$ cat src/phy_select_pkg.sv
`default_nettype none

package phy_select_pkg;

    // Port counts
    localparam int unsigned NUM_ATTACH   = 3;  // Combined attach inputs, ports 0 to 2
    localparam int unsigned NUM_TC_PORTS = 2;  // Ports with two orientation PHYs, 1 and 2

    // Field positions inside the synchronised input word
    localparam int unsigned BIT_ATTACH = 0;   // Combined attach, 3 bits
    localparam int unsigned BIT_ORIENT_A = 3; // Orientation A attach, 2 bits
    localparam int unsigned BIT_ORIENT_B = 5; // Orientation B attach, 2 bits
    localparam int unsigned BIT_ORIENT = 7;   // Orientation, 2 bits
    localparam int unsigned BIT_POLARITY = 9; // Polarity strap
    localparam int unsigned BIT_SCHEME = 10;  // Scheme select
    localparam int unsigned SYNC_W = 11;      // Width of the synchronised word

    // Values after reset
    localparam logic [SYNC_W-1:0] SYNC_RESET = 11'h000;  // Scheme 1, active high, nothing attached
    localparam logic              PHY_OFF    = 1'h0;     // PHY enable after reset

    // Cycles from an input pin to the PHY enable outputs
    localparam int unsigned SYNC_STAGES  = 2;
    localparam int unsigned PIPE_LATENCY = SYNC_STAGES + 1;
    localparam logic [1:0]  WARM_FULL    = 2'h3;  // Reset-free cycles before the pipe is full

    // Control scheme encoding of the select pin
    typedef enum logic {
        SCHEME_COMBINED = 1'b0,
        SCHEME_SPLIT    = 1'b1
    } ctrl_scheme_t;

endpackage

`default_nettype wire

$ cat src/sync_bus_if.sv
`timescale 1ns/1ps
`default_nettype none

interface sync_bus_if;
    import phy_select_pkg::*;

    logic [SYNC_W-1:0] raw;     // Pin levels as they arrive
    logic [SYNC_W-1:0] synced;  // Same levels after two flip-flops

    modport sync_mp (input raw, output synced);
    modport user_mp (output raw, input synced);
endinterface

`default_nettype wire

$ cat src/input_sync.sv
`timescale 1ns/1ps
`default_nettype none

module input_sync
    import phy_select_pkg::*;
(
    input  wire logic    core_clk_in,  // Core clock, 10 MHz
    input  wire logic    reset_in,     // Asynchronous reset, active high
    sync_bus_if.sync_mp  bus           // Raw in, synchronised out
);

    typedef struct packed {
        logic [SYNC_W-1:0] stage1;
        logic [SYNC_W-1:0] stage2;
    } sync_state_t;

    sync_state_t st_q;
    sync_state_t st_d;

    // First stage feeds only the second stage
    always_comb begin
        st_d        = st_q;
        st_d.stage1 = bus.raw;
        st_d.stage2 = st_q.stage1;
    end

    // Reset lands on the pull-down defaults
    always_ff @(posedge core_clk_in or posedge reset_in) begin
        if (reset_in) begin
            st_q <= '{stage1: SYNC_RESET, stage2: SYNC_RESET};
        end else begin
            st_q <= st_d;
        end
    end

    assign bus.synced = st_q.stage2;

endmodule

`default_nettype wire

$ cat src/typec_phy_attach_select.sv
// Function
// Select pin low: use combined attach and orientation inputs.
// Select pin high: use only per-orientation A and B attach inputs; port 0 still follows its combined attach input here.
// Scheme 2: active orientation A input turns on that port's PHY A.
// Scheme 2: active orientation B input turns on that port's PHY B; here PHY B stays off while the A input is also active.
// Scheme 2: inactive orientation input keeps its PHY off.
// Polarity strap low: all attach and orientation inputs active high.
// Polarity strap high: all attach and orientation inputs active low.
// Unconnected select pin defaults low, giving scheme 1.
// Unconnected polarity strap defaults low, giving active high inputs.
// Scheme 1: combined attach active turns the port PHY on, else off.
// Scheme 1: attached port takes PHY A if orientation active, else B.
// Inputs synchronised, enables updated each cycle, one PHY per port at most.
`timescale 1ns/1ps
`default_nettype none

module typec_phy_attach_select
    import phy_select_pkg::*;
(
    input  wire logic                    core_clk_in,            // Core clock, 10 MHz
    input  wire logic                    reset_in,               // Async reset, active high
    input  wire logic                    ctrl_scheme_select_in,  // Low scheme 1, high scheme 2
    input  wire logic                    attach_polarity_strap_in, // High: inputs active low
    input  wire logic [NUM_ATTACH-1:0]   port_attach_in,         // Combined attach, ports 0-2
    input  wire logic [NUM_TC_PORTS-1:0] port_orientation_in,    // Orientation, ports 1-2
    input  wire logic [NUM_TC_PORTS-1:0] orient_a_attach_in,     // Orientation A attach
    input  wire logic [NUM_TC_PORTS-1:0] orient_b_attach_in,     // Orientation B attach
    output logic                         port0_phy_en_out,       // Port 0 PHY enable
    output logic      [NUM_TC_PORTS-1:0] phy_a_en_out,           // PHY A enable, ports 1-2
    output logic      [NUM_TC_PORTS-1:0] phy_b_en_out            // PHY B enable, ports 1-2
);

    // Registered enables and a saturating count of reset-free edges
    typedef struct packed {
        logic                    port0_en;
        logic [NUM_TC_PORTS-1:0] phy_a_en;
        logic [NUM_TC_PORTS-1:0] phy_b_en;
        logic [1:0]              warm;   // Cycles since reset, saturating
    } sel_state_t;

    sel_state_t st_q;
    sel_state_t st_d;

    sync_bus_if sbus ();

    // Pack every pin into one word for the synchroniser
    assign sbus.raw = {ctrl_scheme_select_in, attach_polarity_strap_in, port_orientation_in,
                       orient_b_attach_in, orient_a_attach_in, port_attach_in};

    // Two flip-flops per pin; all pins cross together
    input_sync u_sync (
        .core_clk_in (core_clk_in),
        .reset_in    (reset_in),
        .bus         (sbus.sync_mp)
    );

    // Synchronised fields
    logic                    scheme_s;
    logic                    polarity_s;
    logic [NUM_ATTACH-1:0]   attach_s;
    logic [NUM_TC_PORTS-1:0] orient_s;
    logic [NUM_TC_PORTS-1:0] orient_a_s;
    logic [NUM_TC_PORTS-1:0] orient_b_s;

    assign scheme_s   = sbus.synced[BIT_SCHEME];
    assign polarity_s = sbus.synced[BIT_POLARITY];
    assign attach_s   = sbus.synced[BIT_ATTACH +: NUM_ATTACH];
    assign orient_s   = sbus.synced[BIT_ORIENT +: NUM_TC_PORTS];
    assign orient_a_s = sbus.synced[BIT_ORIENT_A +: NUM_TC_PORTS];
    assign orient_b_s = sbus.synced[BIT_ORIENT_B +: NUM_TC_PORTS];

    // Inputs in true sense: strap high flips every attach and orientation bit
    logic [NUM_ATTACH-1:0]   attach_t;
    logic [NUM_TC_PORTS-1:0] orient_t;
    logic [NUM_TC_PORTS-1:0] orient_a_t;
    logic [NUM_TC_PORTS-1:0] orient_b_t;

    assign attach_t   = polarity_s ? ~attach_s   : attach_s;
    assign orient_t   = polarity_s ? ~orient_s   : orient_s;
    assign orient_a_t = polarity_s ? ~orient_a_s : orient_a_s;
    assign orient_b_t = polarity_s ? ~orient_b_s : orient_b_s;

    // Next enables, recomputed every cycle
    always_comb begin
        st_d          = st_q;
        // Port 0 has one PHY and follows its attach input in both schemes
        st_d.port0_en = attach_t[0];
        if (st_q.warm != WARM_FULL) begin
            st_d.warm = st_q.warm + 2'h1;
        end
        // One pass per port with two orientation PHYs
        for (int i = 0; i < NUM_TC_PORTS; i++) begin
            if (ctrl_scheme_t'(scheme_s) == SCHEME_COMBINED) begin
                // Attach gates the port, orientation picks A or B
                st_d.phy_a_en[i] = attach_t[i+1] & orient_t[i];
                st_d.phy_b_en[i] = attach_t[i+1] & ~orient_t[i];
            end else begin
                // A wins if the detector claims both orientations
                st_d.phy_a_en[i] = orient_a_t[i];
                st_d.phy_b_en[i] = orient_b_t[i] & ~orient_a_t[i];
            end
        end
    end

    // State register
    always_ff @(posedge core_clk_in or posedge reset_in) begin
        if (reset_in) begin
            st_q <= '{port0_en: PHY_OFF, phy_a_en: '0, phy_b_en: '0, warm: 2'h0};
        end else begin
            st_q <= st_d;
        end
    end

    // Outputs straight from the state register
    assign port0_phy_en_out = st_q.port0_en;
    assign phy_a_en_out     = st_q.phy_a_en;
    assign phy_b_en_out     = st_q.phy_b_en;

    // Pipe full once three reset-free edges have passed
    // Checks look three edges back, so they wait until the pipe holds real pins
    logic warm_full;
    assign warm_full = (st_q.warm == WARM_FULL);
endmodule

`default_nettype wire

$ cat config.mk
export PLATFORM = sky130hd
export DESIGN_NAME = typec_phy_attach_select
export DESIGN_NICKNAME = d
export VERILOG_FILES = /design/src/phy_select_pkg.sv /design/src/sync_bus_if.sv /design/src/input_sync.sv /design/src/typec_phy_attach_select.sv
export SDC_FILE = /design/constraint.sdc
export NUM_CORES = 1
export LEC_CHECK = 0
export BUFFER_PORTS_ARGS = -buffer_cell sky130_fd_sc_hd__buf_2
export CAP_MARGIN = 15
export CORE_MARGIN = 3
export CORE_UTILIZATION = 23
export DETAILED_ROUTE_END_ITERATION = 10
export PLACE_DENSITY = 0.46
export SETUP_SLACK_MARGIN = 0.1
export SYNTH_ARGS = -nofsm -noshare
export SYNTH_HDL_FRONTEND = slang
export SYNTH_SLANG_ARGS = --single-unit
$ cat constraint.sdc
create_clock -name core_clk_in -period 2.42 [get_ports core_clk_in]
set_input_delay 0.363 -clock core_clk_in [delete_from_list [all_inputs] [get_ports core_clk_in]]
set_output_delay 0.363 -clock core_clk_in [all_outputs]
set_load 0.05 [all_outputs]
==> results by group, run 1 <==
Synth
  • Synth top area cells: dfrtp_1 (80%), a221oi_1 (3.1%), a21oi_1 (3.0%), a221oi_2 (1.8%), and2b_1 (1.8%)
  • Post-synth EDFFs: 0
  • Synth Register Bits: 27
  • Ys async rst share: 100%
  • Syn Inst Count: 53
  • Top cell type's share of synthesized area: 80.0%
  • Net Count, Synth: 66
  • Syn Area/Cell: 15.9 µm²
  • Post-synth top cells: dfrtp_1 (27), a21oi_1 (5), a221oi_1 (3), inv_1 (3)
  • Number of synthesis warnings: 0
  • Main synth FF type: dfrtp_1
  • Seq/Total Area, Yosys: 80.0%
  • Most common cell in the synthesized netlist: dfrtp_1
  • Cell variety after synth: 15
  • Synthesized area: 845 µm²
  • Cell taking the most area after synthesis: dfrtp_1

Detailed routing
  • DRT iter0 DRCs: 18
  • Routed WL: 1190 µm
  • Routed vias/inst: 3.91
  • DRC viols: 0
  • First drt pass iteration count: 4
  • Wire length per cell: 9.98 µm
  • Via count: 465
  • DRT antenna net count: 0

STA
  • Worst rel slew slack: 78.6%
  • Min Tclk post-route: 1.20 ns
  • Endpoints failing setup: 0
  • Slew @ Worst Pin: 0.321 ns
  • Slew Limit Fails: 0
  • FMAX: 0.833 GHz
  • RSZ-0062 raised after global routing: false
  • Fin crit share: 49.6%
  • Hold WS: 0.138 ns
  • Fin. Hold Viols: 0
  • Sum of negative setup slack: 0 ns
  • Final setup skew: 0.00124 ns

Setup path
  • Worst Path Buf+Inv: 0
  • R2R cell count: 3
  • Worst EP required: 2.56 ns
  • Crit end category: flip-flop
  • CP top delay family: flip-flops
  • Worst R2R End: phy_a_en_out[1]
  • Startpoint Class: flip-flop
  • Slowest cell on the critical path: dfrtp_1
  • Crit-path max FO: 11
  • Arrival time worst endpoint: 1.34 ns
  • Setup crit start: u_sync.bus.synced[10]
  • CP Cell Sequence: and2b_1 > a221oi_1 > a21oi_1
  • Crit path largest cell delay: 0.51 ns
  • Reg2Reg Setup Slack: 1.22 ns
  • R2R Path Start: u_sync.bus.synced[10]
  • Crit path kind: reg2reg

Pwr
  • Pleak: 0.000478 µW
  • Total power: 802 µW
  • Pwr dens: 784 nW/µm²
  • Peak supply drop: 0.180 mV

Placement
  • Gpl congestion: 0.763
  • HPWL Detailed: 840 µm
  • Placed insts: 115
  • Port Buf Inserts: 17

Clock network
  • Clk_lat worst skew: 0.26 ns
  • Cts-stage hold buffer count: 0
  • Clock-pin slew on the worst setup and hold paths: 0.08 ns
  • Total CTS buffers: 3
  • CTS tree: done
  • Clock Tree Root: clkbuf_8
  • Post-CTS sizing: 0
  • Setup bufs post-CTS: 0
  • CTS sink count: 27
  • H-tree depth: 1
  • Clock tree buffer depth: 2

Die
  • Die Ht: 66.6 µm
  • Ports: 18
  • Initial Utilization: 24.5%
  • Area of the core: 3440 µm²
  • Die area: 4430 µm²
  • Die width: 66.6 µm
  • Site row count: 21

Final layout
  • Layout cells sized above 1: 30.1%
  • Fill cells: 349
  • Register area: 676 µm²
  • Non-filler cells, final: 119
  • Multi-input logic area: 141 µm²
  • Ant diodes: 0
  • Post-layout nets: 87
  • Layout overhead on the synthesized area: 21.2%

Global routing
  • Pin count of the biggest net entering global routing: 28
  • Vias in the first global route: 411
  • Initial antenna violation count: 0
  • GR Overflow Total: 0
  • GRT Total Usage: 5.73%
  • First-pass GRT wire length: 1780 µm

Worst hold path
  • Hold Path Class: in2async

Flow run
  • Max_cap viols: 0

Outcome
  • Status: finished, final reports clean
report_power, final:
part           internal [µW]  switching (µW)  leakage, µW
Combinational           24.0            50.2     0.000139
Clock                    117             121    0.0000228
Sequential               477            13.2     0.000316
Total                    618             184     0.000478
worst max path at each step:
stage	to	slack (ns)	depth (start not counted)
2_1_floorplan	phy_b_en_out[1]	1.34	4
3_3_place_gp	phy_a_en_out[1]	1.28	3
3_5_place_dp	phy_a_en_out[1]	1.23	3
4_1_cts	port0_phy_en_out	1.21	1
5_1_grt	phy_a_en_out[1]	1.12	3
6_report	phy_a_en_out[1]	1.22	3
logic make-up (layout without fill, tap and decap cells):
family | count (synthesis) | count (layout) | share of synthesized area, %
flip-flops | 27 | 27 | 80.0
AO/OA/AOI/OAI | 11 | 11 | 10.1
buffers and inverters | 5 | 25 | 3.26
AND/OR/NAND/NOR | 9 | 9 | 5.63
XOR/XNOR | 1 | 1 | 1.04
worst reg2reg max path, delay by kind of cell (launching register included):
| kind | cells | cell delay, ns |
|---|---|---|
| simple gates | 1 | 0.23 |
| compound gates | 2 | 0.33 |
| flops | 1 | 0.51 |
state kept, by name (all words and copies together), names as in the netlist:
signal and flops:
u_sync.bus.synced 11, u_sync.st_d 11, phy_a_en_out 2, phy_b_en_out 2
port0_phy_en_out 1
cells in the final DEF, fill, tap and decap left out, drive strengths merged:
master and instances:
dfrtp 27, and2b 2, nand2 2, nor2 2, nor3 1, xor2 1
clkbuf 4, inv 3, buf 18, a21oi 5, o32a 1, a2bb2oi 1
a221oi 4, nor2b 2
area by class of cell:
cell class / instances / share of cell area (%)
clock buffers: 4 / 4.40
inverters: 3 / 1.10
multi-input cells: 21 / 13.8
flip-flops and latches: 27 / 66.0
well taps: 46 / 5.62
repair buffers: 18 / 9.05
metrics by stage:
stage	util, %	area, µm²	worst slack (ns)
after floorplan	-	845	1.34
after global placement	28.4	978	1.28
final	29.7	1020	1.22
after detailed placement	28.4	978	1.23
after CTS	29.7	1020	1.21
after global routing	29.7	1020	1.12
per-layer routing:
| metal | global-route usage, % | vias up | part of all wire [%] |
|---|---|---|---|
| li1 | - | 217 | - |
| met1 | 6.47 | 231 | 40 |
| met2 | 8.29 | 15 | 51 |
| met3 | 2.53 | 2 | 6.9 |
| met4 | 4.57 | 0 | 2.0 |
| met5 | 0 | - | 0 |
No activity file was read; power rests on OpenSTA's default activity.
==> run 2, diff against run 1 <==
PLACE_DENSITY = 0.48   (was 0.46)
clock period = 1 ns   (was 2.42 ns; I/O delays follow)
==> results by group, run 2 (synthesized netlist as in run 1, its figures left out) <==
Final layout
  • Layout cells sized above 1: 34.1%
  • Layout overhead on the synthesized area: 44.1%
  • Most frequent cells in the layout: dfrtp_1 (26), dlygate4sd3_1 (12), buf_2 (12)
  • Commonest non-fill, non-tap cell in the layout: dfrtp_1
  • Cell area after layout: 1220 µm²
  • Ant diodes: 0
  • Post-layout nets: 102

Clock network
  • Clk_lat worst skew: 0.27 ns
  • Clock-pin slew on the worst setup and hold paths: 0.10 ns
  • CTS sink count: 27
  • H-tree depth: 1
  • Clock tree buffer depth: 2
  • Clock Tree Root: clkbuf_8
  • Total CTS buffers: 3
  • CTS tree: done

STA
  • Sum of negative setup slack: -0.228 ns
  • Fin. Hold Viols: 0
  • Worst setup margin: -0.0773 ns
  • Final setup skew: 0.00701 ns
  • RSZ-0062 raised after global routing: true
  • Fin crit share: 108%
  • Hold WS: 0.355 ns
  • Min Tclk post-route: 1.08 ns
  • FMAX: 0.928 GHz
  • Slew Limit Fails: 0
  • Slew @ Worst Pin: 0.365 ns
  • Endpoints failing setup: 3
  • Worst rel slew slack: 75.7%

Detailed routing
  • Wire length per cell: 10.2 µm
  • DRC viols: 0
  • Routed vias/inst: 3.88
  • DRT iter0 DRCs: 29
  • DRT antenna net count: 0
  • Via count: 520
  • Routed WL: 1370 µm
  • First drt pass iteration count: 2

Setup path
  • R2R Path Start: u_sync.bus.synced[10]
  • Worst Path Buf+Inv: 0
  • Crit path kind: reg2reg
  • Crit-path max FO: 8
  • Reg2Reg Setup Slack: -0.08 ns
  • Worst R2R End: phy_b_en_out[1]
  • CP Cell Sequence: and2b_1 > a221oi_2 > a21oi_1
  • Worst EP required: 1.14 ns
  • Crit end category: flip-flop
  • CP top delay family: flip-flops
  • Slowest cell on the critical path: dfrtp_2
  • Startpoint Class: flip-flop
  • Arrival time worst endpoint: 1.22 ns
  • Crit path largest cell delay: 0.45 ns
  • R2R cell count: 3

Global routing
  • M1 GR Usage: 7.48%
  • Pin count of the biggest net entering global routing: 28
  • First-pass GRT wire length: 2340 µm
  • GRT Total Usage: 7.17%
  • GR Overflow Total: 0
  • Busiest grt layer: met2
  • Met3 Usage GRT: 2.53%
  • Initial antenna violation count: 0
  • Vias in the first global route: 542
  • Met2 Usage GRT: 12.6%

Placement
  • Gpl congestion: 0.678
  • Setup WS pre-CTS: -0.162 ns
  • Placed cell areas: 993 µm²
  • HPWL Detailed: 890 µm
  • Port Buf Inserts: 17

Pwr
  • Pleak: 0.000557 µW
  • Peak supply drop: 0.540 mV
  • Total power: 2080 µW
  • Pwr dens: 1710 nW/µm²

Flow run
  • Max_cap viols: 0

Die
  • Die area: 4430 µm²
  • Initial Utilization: 24.5%
  • Die Ht: 66.6 µm
  • Area of the core: 3440 µm²
  • Die width: 66.6 µm
  • Ports: 18
  • Site row count: 21

Worst hold path
  • Hold path start: u_sync.st_d[9]
  • Hold Path Depth: 0
  • Hold Path Class: reg2reg
  • Hold Path End: u_sync.bus.synced[9]

Outcome
  • Status: finished with violations
  • Failing checks: negative setup slack
run 2: cell count changes in the layout (fill, tap and decap cells not counted), sizes merged:
cell	change
dlygate4sd3	+12
buf	+3
clkbuf	-1
inv	+1
run 2: cell type report:
cell class / instances / area [µm²]
Inverter: 3 / 11.3
Clock buffer: 3 / 41.3
Tap cell: 46 / 57.6
Sequential cell: 27 / 677
Clock inverter: 1 / 8.76
Multi-Input combinational cell: 21 / 155
Fill cell: 341 / 2220
Timing Repair Buffer: 33 / 267
run 2: how the worst max path moves through the flow:
stage                                 end                   from  slack, ns  depth (start not counted)
final                     phy_b_en_out[1]  u_sync.bus.synced[10]      -0.08                          3
after global placement    phy_a_en_out[1]  u_sync.bus.synced[10]      -0.11                          3
after global routing      phy_b_en_out[1]  u_sync.bus.synced[10]      -0.17                          3
after detailed placement  phy_a_en_out[1]  u_sync.bus.synced[10]      -0.16                          3
after floorplan           phy_b_en_out[1]  u_sync.bus.synced[10]      -0.05                          4
after CTS                 phy_b_en_out[1]  u_sync.bus.synced[10]      -0.07                          3
run 2: through the flow:
step | util [%] | instances
floorplan | - | 53
global placement | 28.9 | 117
detailed placement | 28.9 | 117
CTS | 35.4 | 134
global route | 35.4 | 134
finish | 35.4 | 134
run 2: timing repair:
action / CTS / global route
hold buffers: 12 / 0
endpoints found under the hold margin: 38 / 0
setup buffers: 1 / 0
resized for setup: 14 / 0
endpoints found under the setup margin: 9 / 9
pin swaps: 0 / 3
run 2: routing by layer:
metal  vias up  share of wire (%)
li1        248                  -
met1       257                 39
met2        13                 54
met3         2                5.5
met4         0                1.8
met5         -                  0
run 2: power by group:
group | total (µW) | switching, µW | internal [µW]
Combinational | 256 | 134 | 121
Clock | 628 | 336 | 292
Sequential | 1190 | 37.9 | 1150
Total | 2080 | 509 | 1570
